$ cat src/verilog/pin_mux_pkg.sv
// constants and types shared by the decoder / spi pin multiplexer
package pin_mux_pkg;

  // ---------------------------------------------------------------
  // function choice of one shared pin when its spi select bit is clear
  // ---------------------------------------------------------------
  typedef enum logic [1:0] {
    FN_NONE,     // nothing routed, pin floats as an input
    FN_DECODER,  // quadrature decoder input
    FN_TIMER,    // timer b channel, bidirectional
    FN_GPIO      // port c general purpose bit
  } pin_func_t;

  // ---------------------------------------------------------------
  // peripheral_select_register fields
  // ---------------------------------------------------------------
  localparam int unsigned SEL_W          = 3;
  localparam int unsigned SEL_INDEX_BIT  = 0;  // index_pin_spi_select
  localparam int unsigned SEL_HOME_BIT   = 1;  // home_pin_spi_select
  localparam int unsigned SEL_PHASE_BIT  = 2;  // phase_a_pin_spi_select
  localparam logic [2:0]  SEL_RESET      = 3'h0;

  // ---------------------------------------------------------------
  // port_c_pullup_enable fields (one bit per port c pin)
  // ---------------------------------------------------------------
  localparam int unsigned PULL_W         = 4;
  localparam int unsigned PULL_PHASE_BIT = 0;
  localparam int unsigned PULL_INDEX_BIT = 2;
  localparam int unsigned PULL_HOME_BIT  = 3;
  localparam logic [3:0]  PULL_RESET     = 4'hf;

  // ---------------------------------------------------------------
  // function select word: two bits per pin
  // ---------------------------------------------------------------
  localparam int unsigned FUNC_W         = 6;
  localparam int unsigned FUNC_PHASE_LSB = 0;
  localparam int unsigned FUNC_INDEX_LSB = 2;
  localparam int unsigned FUNC_HOME_LSB  = 4;

  // ---------------------------------------------------------------
  // variant strap: cycles after reset release before it is trusted
  // ---------------------------------------------------------------
  localparam logic [1:0]  STRAP_SETTLE   = 2'h3;

endpackage

$ cat src/verilog/pad_cell.sv
// one shared pad: registered drive and a three-stage input filter
module pad_cell (
  input  wire logic sys_clk,
  input  wire logic arst_n,
  input  wire logic drive_val,   // value to drive when enabled
  input  wire logic drive_en,    // high while this pad is driven
  input  wire logic pad_in,      // raw level seen at the pad
  output logic      pad_out_q,   // registered pad output value
  output logic      pad_oe_q,    // registered pad output enable
  output logic      level_q      // filtered pad level
);

  // ---------------------------------------------------------------
  // state
  // ---------------------------------------------------------------
  logic s1_q, s2_q, s3_q;        // synchroniser chain
  logic level_d;                 // next filtered level

  // a change counts only once stages two and three agree;
  // stage one is read by stage two alone to keep metastability out
  always_comb begin
    level_d = level_q;
    if (s2_q == s3_q) begin
      level_d = s2_q;
    end
  end

  // registers: pads idle high because the pull-up holds them there
  always_ff @(posedge sys_clk or negedge arst_n) begin
    if (!arst_n) begin
      s1_q      <= 1'b1;
      s2_q      <= 1'b1;
      s3_q      <= 1'b1;
      level_q   <= 1'b1;
      pad_out_q <= 1'b0;
      pad_oe_q  <= 1'b0;
    end else begin
      s1_q      <= pad_in;
      s2_q      <= s1_q;
      s3_q      <= s2_q;
      level_q   <= level_d;
      pad_out_q <= drive_val;
      pad_oe_q  <= drive_en;
    end
  end

endmodule

$ cat src/verilog/decoder_spi_pin_mux.sv
// function multiplexer for the decoder index, home and phase a pins
module decoder_spi_pin_mux (
  input  wire logic        sys_clk,
  input  wire logic        arst_n,
  // variant strap from a pin: high on the full-featured part
  input  wire logic        full_variant_strap,
  // software writes
  input  wire logic        sel_wr_en,
  input  wire logic [2:0]  sel_wr_data,
  input  wire logic        pull_wr_en,
  input  wire logic [3:0]  pull_wr_data,
  input  wire logic        func_wr_en,
  input  wire logic [5:0]  func_wr_data,
  // port c gpio block (bits 0, 2, 3 are used)
  input  wire logic [3:0]  gpio_out,
  input  wire logic [3:0]  gpio_dir,
  // timer b channels
  input  wire logic        timer_b_channel_zero_out,
  input  wire logic        timer_b_channel_zero_oe,
  input  wire logic        timer_b_channel_two_out,
  input  wire logic        timer_b_channel_two_oe,
  input  wire logic        timer_b_channel_three_out,
  input  wire logic        timer_b_channel_three_oe,
  // spi 1 core
  input  wire logic        spi1_master_mode,
  input  wire logic        spi1_slave_out_data,
  input  wire logic        spi1_clock_out,
  // pads
  input  wire logic        decoder1_index_pin_in,
  output logic             decoder1_index_pin_out,
  output logic             decoder1_index_pin_oe,
  input  wire logic        decoder1_home_pin_in,
  output logic             decoder1_home_pin_out,
  output logic             decoder1_home_pin_oe,
  input  wire logic        phase_a_pin_in,
  output logic             phase_a_pin_out,
  output logic             phase_a_pin_oe,
  output logic [3:0]       port_c_pullup_en_q,
  // towards the peripherals
  output logic             decoder1_index_in_q,
  output logic             decoder1_home_in_q,
  output logic             decoder1_phase_a_in_q,
  output logic             timer_b_channel_zero_in_q,
  output logic             timer_b_channel_two_in_q,
  output logic             timer_b_channel_three_in_q,
  output logic             spi1_miso_in_q,
  output logic             spi1_selected_q,
  output logic             spi1_clock_in_q,
  output logic [3:0]       port_c_gpio_in_q,
  // readback of the control state
  output logic [2:0]       peripheral_select_register_q,
  output logic [5:0]       pin_function_q
);

  // ---------------------------------------------------------------
  // control state
  // ---------------------------------------------------------------
  logic [2:0] sel_d;                         // next spi select bits
  logic [3:0] pull_d;                        // next pull-up enables
  logic [5:0] func_d;                        // next function word
  logic [1:0] settle_q, settle_d;            // strap settle counter
  logic       init_done_q, init_done_d;      // reset default applied
  logic       st1_q, st2_q, st3_q;           // strap synchroniser
  logic       strap_q, strap_d;              // filtered strap level

  // filtered strap: agreement of stages two and three
  always_comb begin
    strap_d = strap_q;
    if (st2_q == st3_q) begin
      strap_d = st2_q;
    end
  end

  // next control values; software writes land one clock later
  always_comb begin
    sel_d       = peripheral_select_register_q;
    pull_d      = port_c_pullup_en_q;
    func_d      = pin_function_q;
    settle_d    = settle_q;
    init_done_d = init_done_q;
    if (!init_done_q) begin
      // the strap is caught only after it has had time to settle
      if (settle_q == pin_mux_pkg::STRAP_SETTLE) begin
        init_done_d = 1'b1;
        // read the filter's next value; its output flop is still one edge behind here
        if (strap_d) begin
          func_d[pin_mux_pkg::FUNC_PHASE_LSB +: 2] = pin_mux_pkg::FN_DECODER;
          func_d[pin_mux_pkg::FUNC_INDEX_LSB +: 2] = pin_mux_pkg::FN_DECODER;
          func_d[pin_mux_pkg::FUNC_HOME_LSB  +: 2] = pin_mux_pkg::FN_DECODER;
        end
        // reduced variant keeps FN_NONE until software picks one
      end else begin
        settle_d = settle_q + 2'h1;
      end
    end
    if (sel_wr_en) begin
      sel_d = sel_wr_data;
    end
    if (pull_wr_en) begin
      pull_d = pull_wr_data;
    end
    if (func_wr_en) begin
      // a write beats the reset default arriving in the same cycle
      func_d = func_wr_data;
    end
  end

  // control registers; async reset loads constants only
  always_ff @(posedge sys_clk or negedge arst_n) begin
    if (!arst_n) begin
      peripheral_select_register_q <= pin_mux_pkg::SEL_RESET;
      port_c_pullup_en_q           <= pin_mux_pkg::PULL_RESET;
      pin_function_q               <= '0;
      settle_q                     <= 2'h0;
      init_done_q                  <= 1'b0;
      st1_q                        <= 1'b0;
      st2_q                        <= 1'b0;
      st3_q                        <= 1'b0;
      strap_q                      <= 1'b0;
    end else begin
      peripheral_select_register_q <= sel_d;
      port_c_pullup_en_q           <= pull_d;
      pin_function_q               <= func_d;
      settle_q                     <= settle_d;
      init_done_q                  <= init_done_d;
      st1_q                        <= full_variant_strap;
      st2_q                        <= st1_q;
      st3_q                        <= st2_q;
      strap_q                      <= strap_d;
    end
  end

  // ---------------------------------------------------------------
  // decoded routing
  // ---------------------------------------------------------------
  pin_mux_pkg::pin_func_t fn_index, fn_home, fn_phase;
  logic spi_index, spi_home, spi_phase;     // spi owns the pin
  logic lvl_index, lvl_home, lvl_phase;     // filtered pad levels
  logic slave_selected;                     // this slave addressed

  assign fn_index  = pin_mux_pkg::pin_func_t'(pin_function_q[pin_mux_pkg::FUNC_INDEX_LSB +: 2]);
  assign fn_home   = pin_mux_pkg::pin_func_t'(pin_function_q[pin_mux_pkg::FUNC_HOME_LSB +: 2]);
  assign fn_phase  = pin_mux_pkg::pin_func_t'(pin_function_q[pin_mux_pkg::FUNC_PHASE_LSB +: 2]);
  assign spi_index = peripheral_select_register_q[pin_mux_pkg::SEL_INDEX_BIT];
  assign spi_home  = peripheral_select_register_q[pin_mux_pkg::SEL_HOME_BIT];
  assign spi_phase = peripheral_select_register_q[pin_mux_pkg::SEL_PHASE_BIT];

  // select is active low; without the home pin routed nobody selects us
  assign slave_selected = spi_home && !spi1_master_mode && !lvl_home;

  // ---------------------------------------------------------------
  // pad drive: spi select bit wins over the function word
  // ---------------------------------------------------------------
  logic idx_val, idx_en, home_val, home_en, ph_val, ph_en;

  // index pin: miso, timer channel two, gpio bit 2 or decoder input
  always_comb begin
    idx_val = 1'b0;
    idx_en  = 1'b0;
    if (spi_index) begin
      if (!spi1_master_mode) begin
        // core shifts its bit out half a clock ahead of the sample edge;
        // one register of delay here stays well inside that half period
        idx_val = spi1_slave_out_data;
        idx_en  = slave_selected;
      end
    end else begin
      unique case (fn_index)
        pin_mux_pkg::FN_TIMER: begin
          idx_val = timer_b_channel_two_out;
          idx_en  = timer_b_channel_two_oe;
        end
        pin_mux_pkg::FN_GPIO: begin
          idx_val = gpio_out[pin_mux_pkg::PULL_INDEX_BIT];
          idx_en  = gpio_dir[pin_mux_pkg::PULL_INDEX_BIT];
        end
        pin_mux_pkg::FN_DECODER: begin
          idx_en  = 1'b0;
        end
        pin_mux_pkg::FN_NONE: begin
          idx_en  = 1'b0;
        end
      endcase
    end
  end

  // home pin: select input, timer channel three, gpio bit 3 or decoder
  always_comb begin
    home_val = 1'b0;
    home_en  = 1'b0;
    if (!spi_home) begin
      unique case (fn_home)
        pin_mux_pkg::FN_TIMER: begin
          home_val = timer_b_channel_three_out;
          home_en  = timer_b_channel_three_oe;
        end
        pin_mux_pkg::FN_GPIO: begin
          home_val = gpio_out[pin_mux_pkg::PULL_HOME_BIT];
          home_en  = gpio_dir[pin_mux_pkg::PULL_HOME_BIT];
        end
        pin_mux_pkg::FN_DECODER: begin
          home_en  = 1'b0;
        end
        pin_mux_pkg::FN_NONE: begin
          home_en  = 1'b0;
        end
      endcase
    end
  end

  // phase a pin: serial clock, timer channel zero, gpio bit 0, decoder
  always_comb begin
    ph_val = 1'b0;
    ph_en  = 1'b0;
    if (spi_phase) begin
      ph_val = spi1_clock_out;
      ph_en  = spi1_master_mode;
    end else begin
      unique case (fn_phase)
        pin_mux_pkg::FN_TIMER: begin
          ph_val = timer_b_channel_zero_out;
          ph_en  = timer_b_channel_zero_oe;
        end
        pin_mux_pkg::FN_GPIO: begin
          ph_val = gpio_out[pin_mux_pkg::PULL_PHASE_BIT];
          ph_en  = gpio_dir[pin_mux_pkg::PULL_PHASE_BIT];
        end
        pin_mux_pkg::FN_DECODER: begin
          ph_en  = 1'b0;
        end
        pin_mux_pkg::FN_NONE: begin
          ph_en  = 1'b0;
        end
      endcase
    end
  end

  // ---------------------------------------------------------------
  // pad cells
  // ---------------------------------------------------------------
  pad_cell u_index (
    .sys_clk   (sys_clk),
    .arst_n    (arst_n),
    .drive_val (idx_val),
    .drive_en  (idx_en),
    .pad_in    (decoder1_index_pin_in),
    .pad_out_q (decoder1_index_pin_out),
    .pad_oe_q  (decoder1_index_pin_oe),
    .level_q   (lvl_index)
  );

  pad_cell u_home (
    .sys_clk   (sys_clk),
    .arst_n    (arst_n),
    .drive_val (home_val),
    .drive_en  (home_en),
    .pad_in    (decoder1_home_pin_in),
    .pad_out_q (decoder1_home_pin_out),
    .pad_oe_q  (decoder1_home_pin_oe),
    .level_q   (lvl_home)
  );

  pad_cell u_phase (
    .sys_clk   (sys_clk),
    .arst_n    (arst_n),
    .drive_val (ph_val),
    .drive_en  (ph_en),
    .pad_in    (phase_a_pin_in),
    .pad_out_q (phase_a_pin_out),
    .pad_oe_q  (phase_a_pin_oe),
    .level_q   (lvl_phase)
  );

  // ---------------------------------------------------------------
  // inputs handed to the peripherals; unrouted ones read low
  // ---------------------------------------------------------------
  logic       dec_idx_d, dec_home_d, dec_ph_d;
  logic       tb0_d, tb2_d, tb3_d, miso_d, ssel_d, sclk_d;
  logic [3:0] gpio_in_d;

  always_comb begin
    dec_idx_d  = !spi_index && fn_index == pin_mux_pkg::FN_DECODER && lvl_index;
    dec_home_d = !spi_home  && fn_home  == pin_mux_pkg::FN_DECODER && lvl_home;
    dec_ph_d   = !spi_phase && fn_phase == pin_mux_pkg::FN_DECODER && lvl_phase;
    tb2_d      = !spi_index && fn_index == pin_mux_pkg::FN_TIMER && lvl_index;
    tb3_d      = !spi_home  && fn_home  == pin_mux_pkg::FN_TIMER && lvl_home;
    tb0_d      = !spi_phase && fn_phase == pin_mux_pkg::FN_TIMER && lvl_phase;
    miso_d     = spi_index && spi1_master_mode && lvl_index;
    // in master mode the core reads a low select as a rival master
    ssel_d     = spi_home && !lvl_home;
    sclk_d     = spi_phase && !spi1_master_mode && lvl_phase;
    gpio_in_d  = 4'h0;
    gpio_in_d[pin_mux_pkg::PULL_PHASE_BIT] = !spi_phase && fn_phase == pin_mux_pkg::FN_GPIO && lvl_phase;
    gpio_in_d[pin_mux_pkg::PULL_INDEX_BIT] = !spi_index && fn_index == pin_mux_pkg::FN_GPIO && lvl_index;
    gpio_in_d[pin_mux_pkg::PULL_HOME_BIT]  = !spi_home  && fn_home  == pin_mux_pkg::FN_GPIO && lvl_home;
  end

  // output registers towards the peripherals
  always_ff @(posedge sys_clk or negedge arst_n) begin
    if (!arst_n) begin
      decoder1_index_in_q        <= 1'b0;
      decoder1_home_in_q         <= 1'b0;
      decoder1_phase_a_in_q      <= 1'b0;
      timer_b_channel_zero_in_q  <= 1'b0;
      timer_b_channel_two_in_q   <= 1'b0;
      timer_b_channel_three_in_q <= 1'b0;
      spi1_miso_in_q             <= 1'b0;
      spi1_selected_q            <= 1'b0;
      spi1_clock_in_q            <= 1'b0;
      port_c_gpio_in_q           <= 4'h0;
    end else begin
      decoder1_index_in_q        <= dec_idx_d;
      decoder1_home_in_q         <= dec_home_d;
      decoder1_phase_a_in_q      <= dec_ph_d;
      timer_b_channel_zero_in_q  <= tb0_d;
      timer_b_channel_two_in_q   <= tb2_d;
      timer_b_channel_three_in_q <= tb3_d;
      spi1_miso_in_q             <= miso_d;
      spi1_selected_q            <= ssel_d;
      spi1_clock_in_q            <= sclk_d;
      port_c_gpio_in_q           <= gpio_in_d;
    end
  end

endmodule

$ cat config.mk
export PLATFORM = sky130hd
export DESIGN_NAME = decoder_spi_pin_mux
export DESIGN_NICKNAME = d
export VERILOG_FILES = /design/src/verilog/pin_mux_pkg.sv /design/src/verilog/pad_cell.sv /design/src/verilog/decoder_spi_pin_mux.sv
export SDC_FILE = /design/constraint.sdc
export NUM_CORES = 1
export LEC_CHECK = 0
export BUFFER_PORTS_ARGS = -buffer_cell sky130_fd_sc_hd__buf_2
export CAP_MARGIN = 20
export CORE_ASPECT_RATIO = 0.75
export CORE_MARGIN = 4
export CORE_UTILIZATION = 50
export DETAILED_ROUTE_END_ITERATION = 10
export HOLD_SLACK_MARGIN = 0.15
export PLACE_DENSITY = 0.79
export SLEW_MARGIN = 30
export SYNTH_ARGS = -nofsm -noshare
export SYNTH_HDL_FRONTEND = slang
export SYNTH_HIERARCHICAL = 1
export SYNTH_SLANG_ARGS = --single-unit
export TNS_END_PERCENT = 1
$ cat constraint.sdc
create_clock -name sys_clk -period 2.8 [get_ports sys_clk]
set_clock_uncertainty 0.05 [all_clocks]
set_input_delay 0.28 -clock sys_clk [delete_from_list [all_inputs] [get_ports sys_clk]]
set_output_delay 0.28 -clock sys_clk [all_outputs]
set_load 0.02 [all_outputs]
==> impl_results.rst <==
.. list-table::
   :header-rows: 1

   * - Metric
     - Value
   * - Total number of vias
     - between 1000 and 1500
   * - Final weighted congestion of routability-driven global placement
     - 0.8157
   * - Count of flip-flops with a built-in enable after synthesis
     - 0
   * - Fin crit share
     - slightly below 50%
   * - Initial cell density of the core
     - a little over half
   * - Crit path capture type
     - register
   * - Pin count of the biggest net entering global routing
     - 51
   * - Commonest non-fill, non-tap cell in the layout
     - sky130_fd_sc_hd__buf_2
   * - GRT Overall Usage
     - between 10% and 20%
   * - Floorplan die area
     - ~4600 µm²
   * - Number of pins with negative max-slew slack in the final report
     - 0
   * - Latest clock arrival within the worst-skew pair
     - about 0.29 ns
   * - Pre-antenna DRT Iters
     - 3
   * - Final Critical Period
     - around 1.4 ns
   * - Boundary Pins
     - 71
   * - #FFs+latches synth
     - 50
   * - Maximum VDD drop
     - around 0.34 mV
   * - Core region area
     - approximately 3400 µm²
   * - Power Dens Cells
     - around 630 nW/µm²
   * - Dpl hpwl
     - ~2.7 mm
   * - CP arrival
     - 1.49 ns
   * - Number of DRC markers in iteration 0
     - 80
   * - Top_reg_cell synth
     - sky130_fd_sc_hd__dfrtp_1
   * - Fin area
     - approximately 2400 µm²
   * - Unrepaired setup endpoints after global routing
     - no
   * - DRC violation count after routing
     - 0
   * - Total negative setup slack
     - 0 ns
   * - Pin slew with the least headroom to its limit
     - 0.5787 ns
   * - Via count of the first global-routing pass
     - ~1200
   * - Routed wire length per instance
     - 14.92 µm
   * - # setup viols final
     - 0
   * - H-tree levels
     - 2
   * - Max-slew headroom
     - between 60% and 70%
   * - Unique cell type count in the Yosys netlist
     - 26
   * - Diode count
     - 0
   * - Instance area at placement
     - around 2200 µm²
   * - Sequential cell area
     - 1271 µm²
   * - Multi-input gate area
     - 511.7 µm²
   * - Synthesized Nets
     - about 160
   * - Overall overflow remaining after global route
     - 0
   * - Leakage
     - roughly 1.2 nW
   * - Synthesis-to-finish area growth
     - 31.71%
   * - Mean cell area of the mapped netlist
     - between 10 and 15 µm²
   * - Critical Path Fanout Max
     - 3
   * - Sequential cell area fraction in the yosys report
     - between 70% and 80%
   * - Status
     - finished, final reports clean
   * - Global-route wire length before repair
     - between 5 and 6 mm
   * - Number of buffers on the longest clock path
     - 2
   * - Total power after layout
     - ~1.5 mW
   * - Die boundary height
     - 60.01 µm
   * - Routed via count divided by cell count
     - ~5
   * - Number of placement rows
     - 18
   * - Initial antenna violation count
     - 0
   * - Max Cap Viol
     - 0
   * - Crit path required time
     - around 3 ns
   * - Post-Syn Area
     - about 1800 µm²
   * - Nets@finish
     - between 200 and 250
   * - Clock slew at reported path FFs
     - 0.08 ns
   * - Number of hold buffers added after cts
     - 8
   * - Critical path class
     - register to register
   * - Most frequent cells in the layout
     - 66 x sky130_fd_sc_hd__buf_2, 34 x sky130_fd_sc_hd__dfrtp_1, 16 x sky130_fd_sc_hd__dfstp_2
   * - Sink count of the clock tree
     - 50
   * - Residual antenna-violating net count after detailed routing
     - 0
   * - Resized Gates After CTS
     - 0
   * - FMAX
     - between 700 and 800 MHz
   * - I/O Buffers
     - between 60 and 70
   * - Total CTS buffers
     - 5
   * - Post-synth ARST share
     - between 90% and 100%
   * - CTS tree
     - done
   * - Fin. Hold Viols
     - 0
   * - # fillers
     - 245
   * - Total routed wirelength
     - between 3 and 4 mm
   * - Synthesis warning total
     - 6
   * - Clock Tree Root
     - sky130_fd_sc_hd__clkbuf_8
   * - Width of the chip
     - a little under 80 µm
   * - Post-CTS setup buffers
     - 0
   * - Post-Synthesis Cells
     - between 100 and 150
   * - Sort of element at the start of the critical path
     - register
   * - Worst min-delay path category
     - input port to register
   * - Proportion of layout cells with a drive suffix above 1
     - approximately 52%
[power by group]
group	switching [mW]	total [mW]	internal (mW)
clock	0.213	0.462	0.249
combinational	0.109	0.199	0.0897
sequential	0.0396	0.824	0.784
[layout make-up]
class                      count  area share (%)
timing repair buffer          76           18.02
multi-input combinational     69           21.55
inverter                       1          0.1581
clock buffer                   8           4.636
sequential                    50           53.53
tap                           40           2.107
[metrics by stage]
step | hold WS (ns) | setup slack, ns | utilization (%) | instances
CTS | 0.1590 | 1.439 | 70.00 | 243
floorplan | -0.06559 | 1.517 | - | 123
detailed placement | 0.2695 | 1.457 | 64.37 | 227
global placement | 0.2846 | 1.476 | 64.30 | 227
global route | 0.1556 | 1.369 | 70.30 | 244
finish | 0.1584 | 1.448 | 70.30 | 244
[synthesized netlist by cell type (2+ instances only)]
master	number	area share, %
sky130_fd_sc_hd__nand2b_1	9	3.1
sky130_fd_sc_hd__and3_1	2	0.69
sky130_fd_sc_hd__dfstp_2	16	23
sky130_fd_sc_hd__o21ai_0	5	1.4
sky130_fd_sc_hd__maj3_2	3	1.9
sky130_fd_sc_hd__nor2b_1	3	1.0
sky130_fd_sc_hd__nor2_1	9	1.9
sky130_fd_sc_hd__o31a_2	3	1.7
sky130_fd_sc_hd__o2bb2ai_1	2	0.97
sky130_fd_sc_hd__nor4bb_1	2	1.1
sky130_fd_sc_hd__mux2i_1	6	3.3
sky130_fd_sc_hd__mux2_2	8	5.0
sky130_fd_sc_hd__dfrtp_1	34	47
sky130_fd_sc_hd__nand2_1	9	1.9
[path summary, 6_finish.rpt]
path                                          start                         endpoint  slack (ns)  cells past startpoint
worst min register to register         u_phase/s1_q                     u_phase/s2_q        0.31                      0
min in group asynchronous                    arst_n            decoder1_phase_a_in_q        0.48                      2
max in group asynchronous                    arst_n  peripheral_select_register_q[0]        1.83                      2
worst max register to register          settle_q[0]                      settle_q[1]        1.45                      3
worst min-delay path            spi1_slave_out_data                u_index/pad_out_q        0.16                      2
worst max-delay path                    settle_q[0]                      settle_q[1]        1.45                      3
[sequential cells by signal, indices dropped and copies added, names as in the netlist, 2 cells and up]
name,flops
pin_function_q,6
port_c_pullup_en_q,4
settle_q,2
port_c_gpio_in_q,3
peripheral_select_register_q,3
[layer usage]
metal	share of wire (%)	up-vias	GRT usage, %
met2	54	42	30.01
met3	6.1	10	5.120
li1	-	571	-
met5	0	-	0
met1	37	601	18.62
met4	2.7	0	7.107
[cells by family after synthesis]
family,synth area share (%)
DFF,70.51
and+or+nand+nor,12.28
muxes,8.328
AOI/OAI and AO/OA,4.511
adders and majority gates,2.567
buffers and inverters,1.110
other,0.2080
xor gates and xnor gates,0.4859
[worst max-delay path, stage by stage, from the launching register on]
cell	delay [ns]
sky130_fd_sc_hd__dfrtp_1	0.40
sky130_fd_sc_hd__ha_1	0.22
sky130_fd_sc_hd__nor2_1	0.22
sky130_fd_sc_hd__mux2_2	0.36
Note: power is estimated with default switching activity, not from simulation.
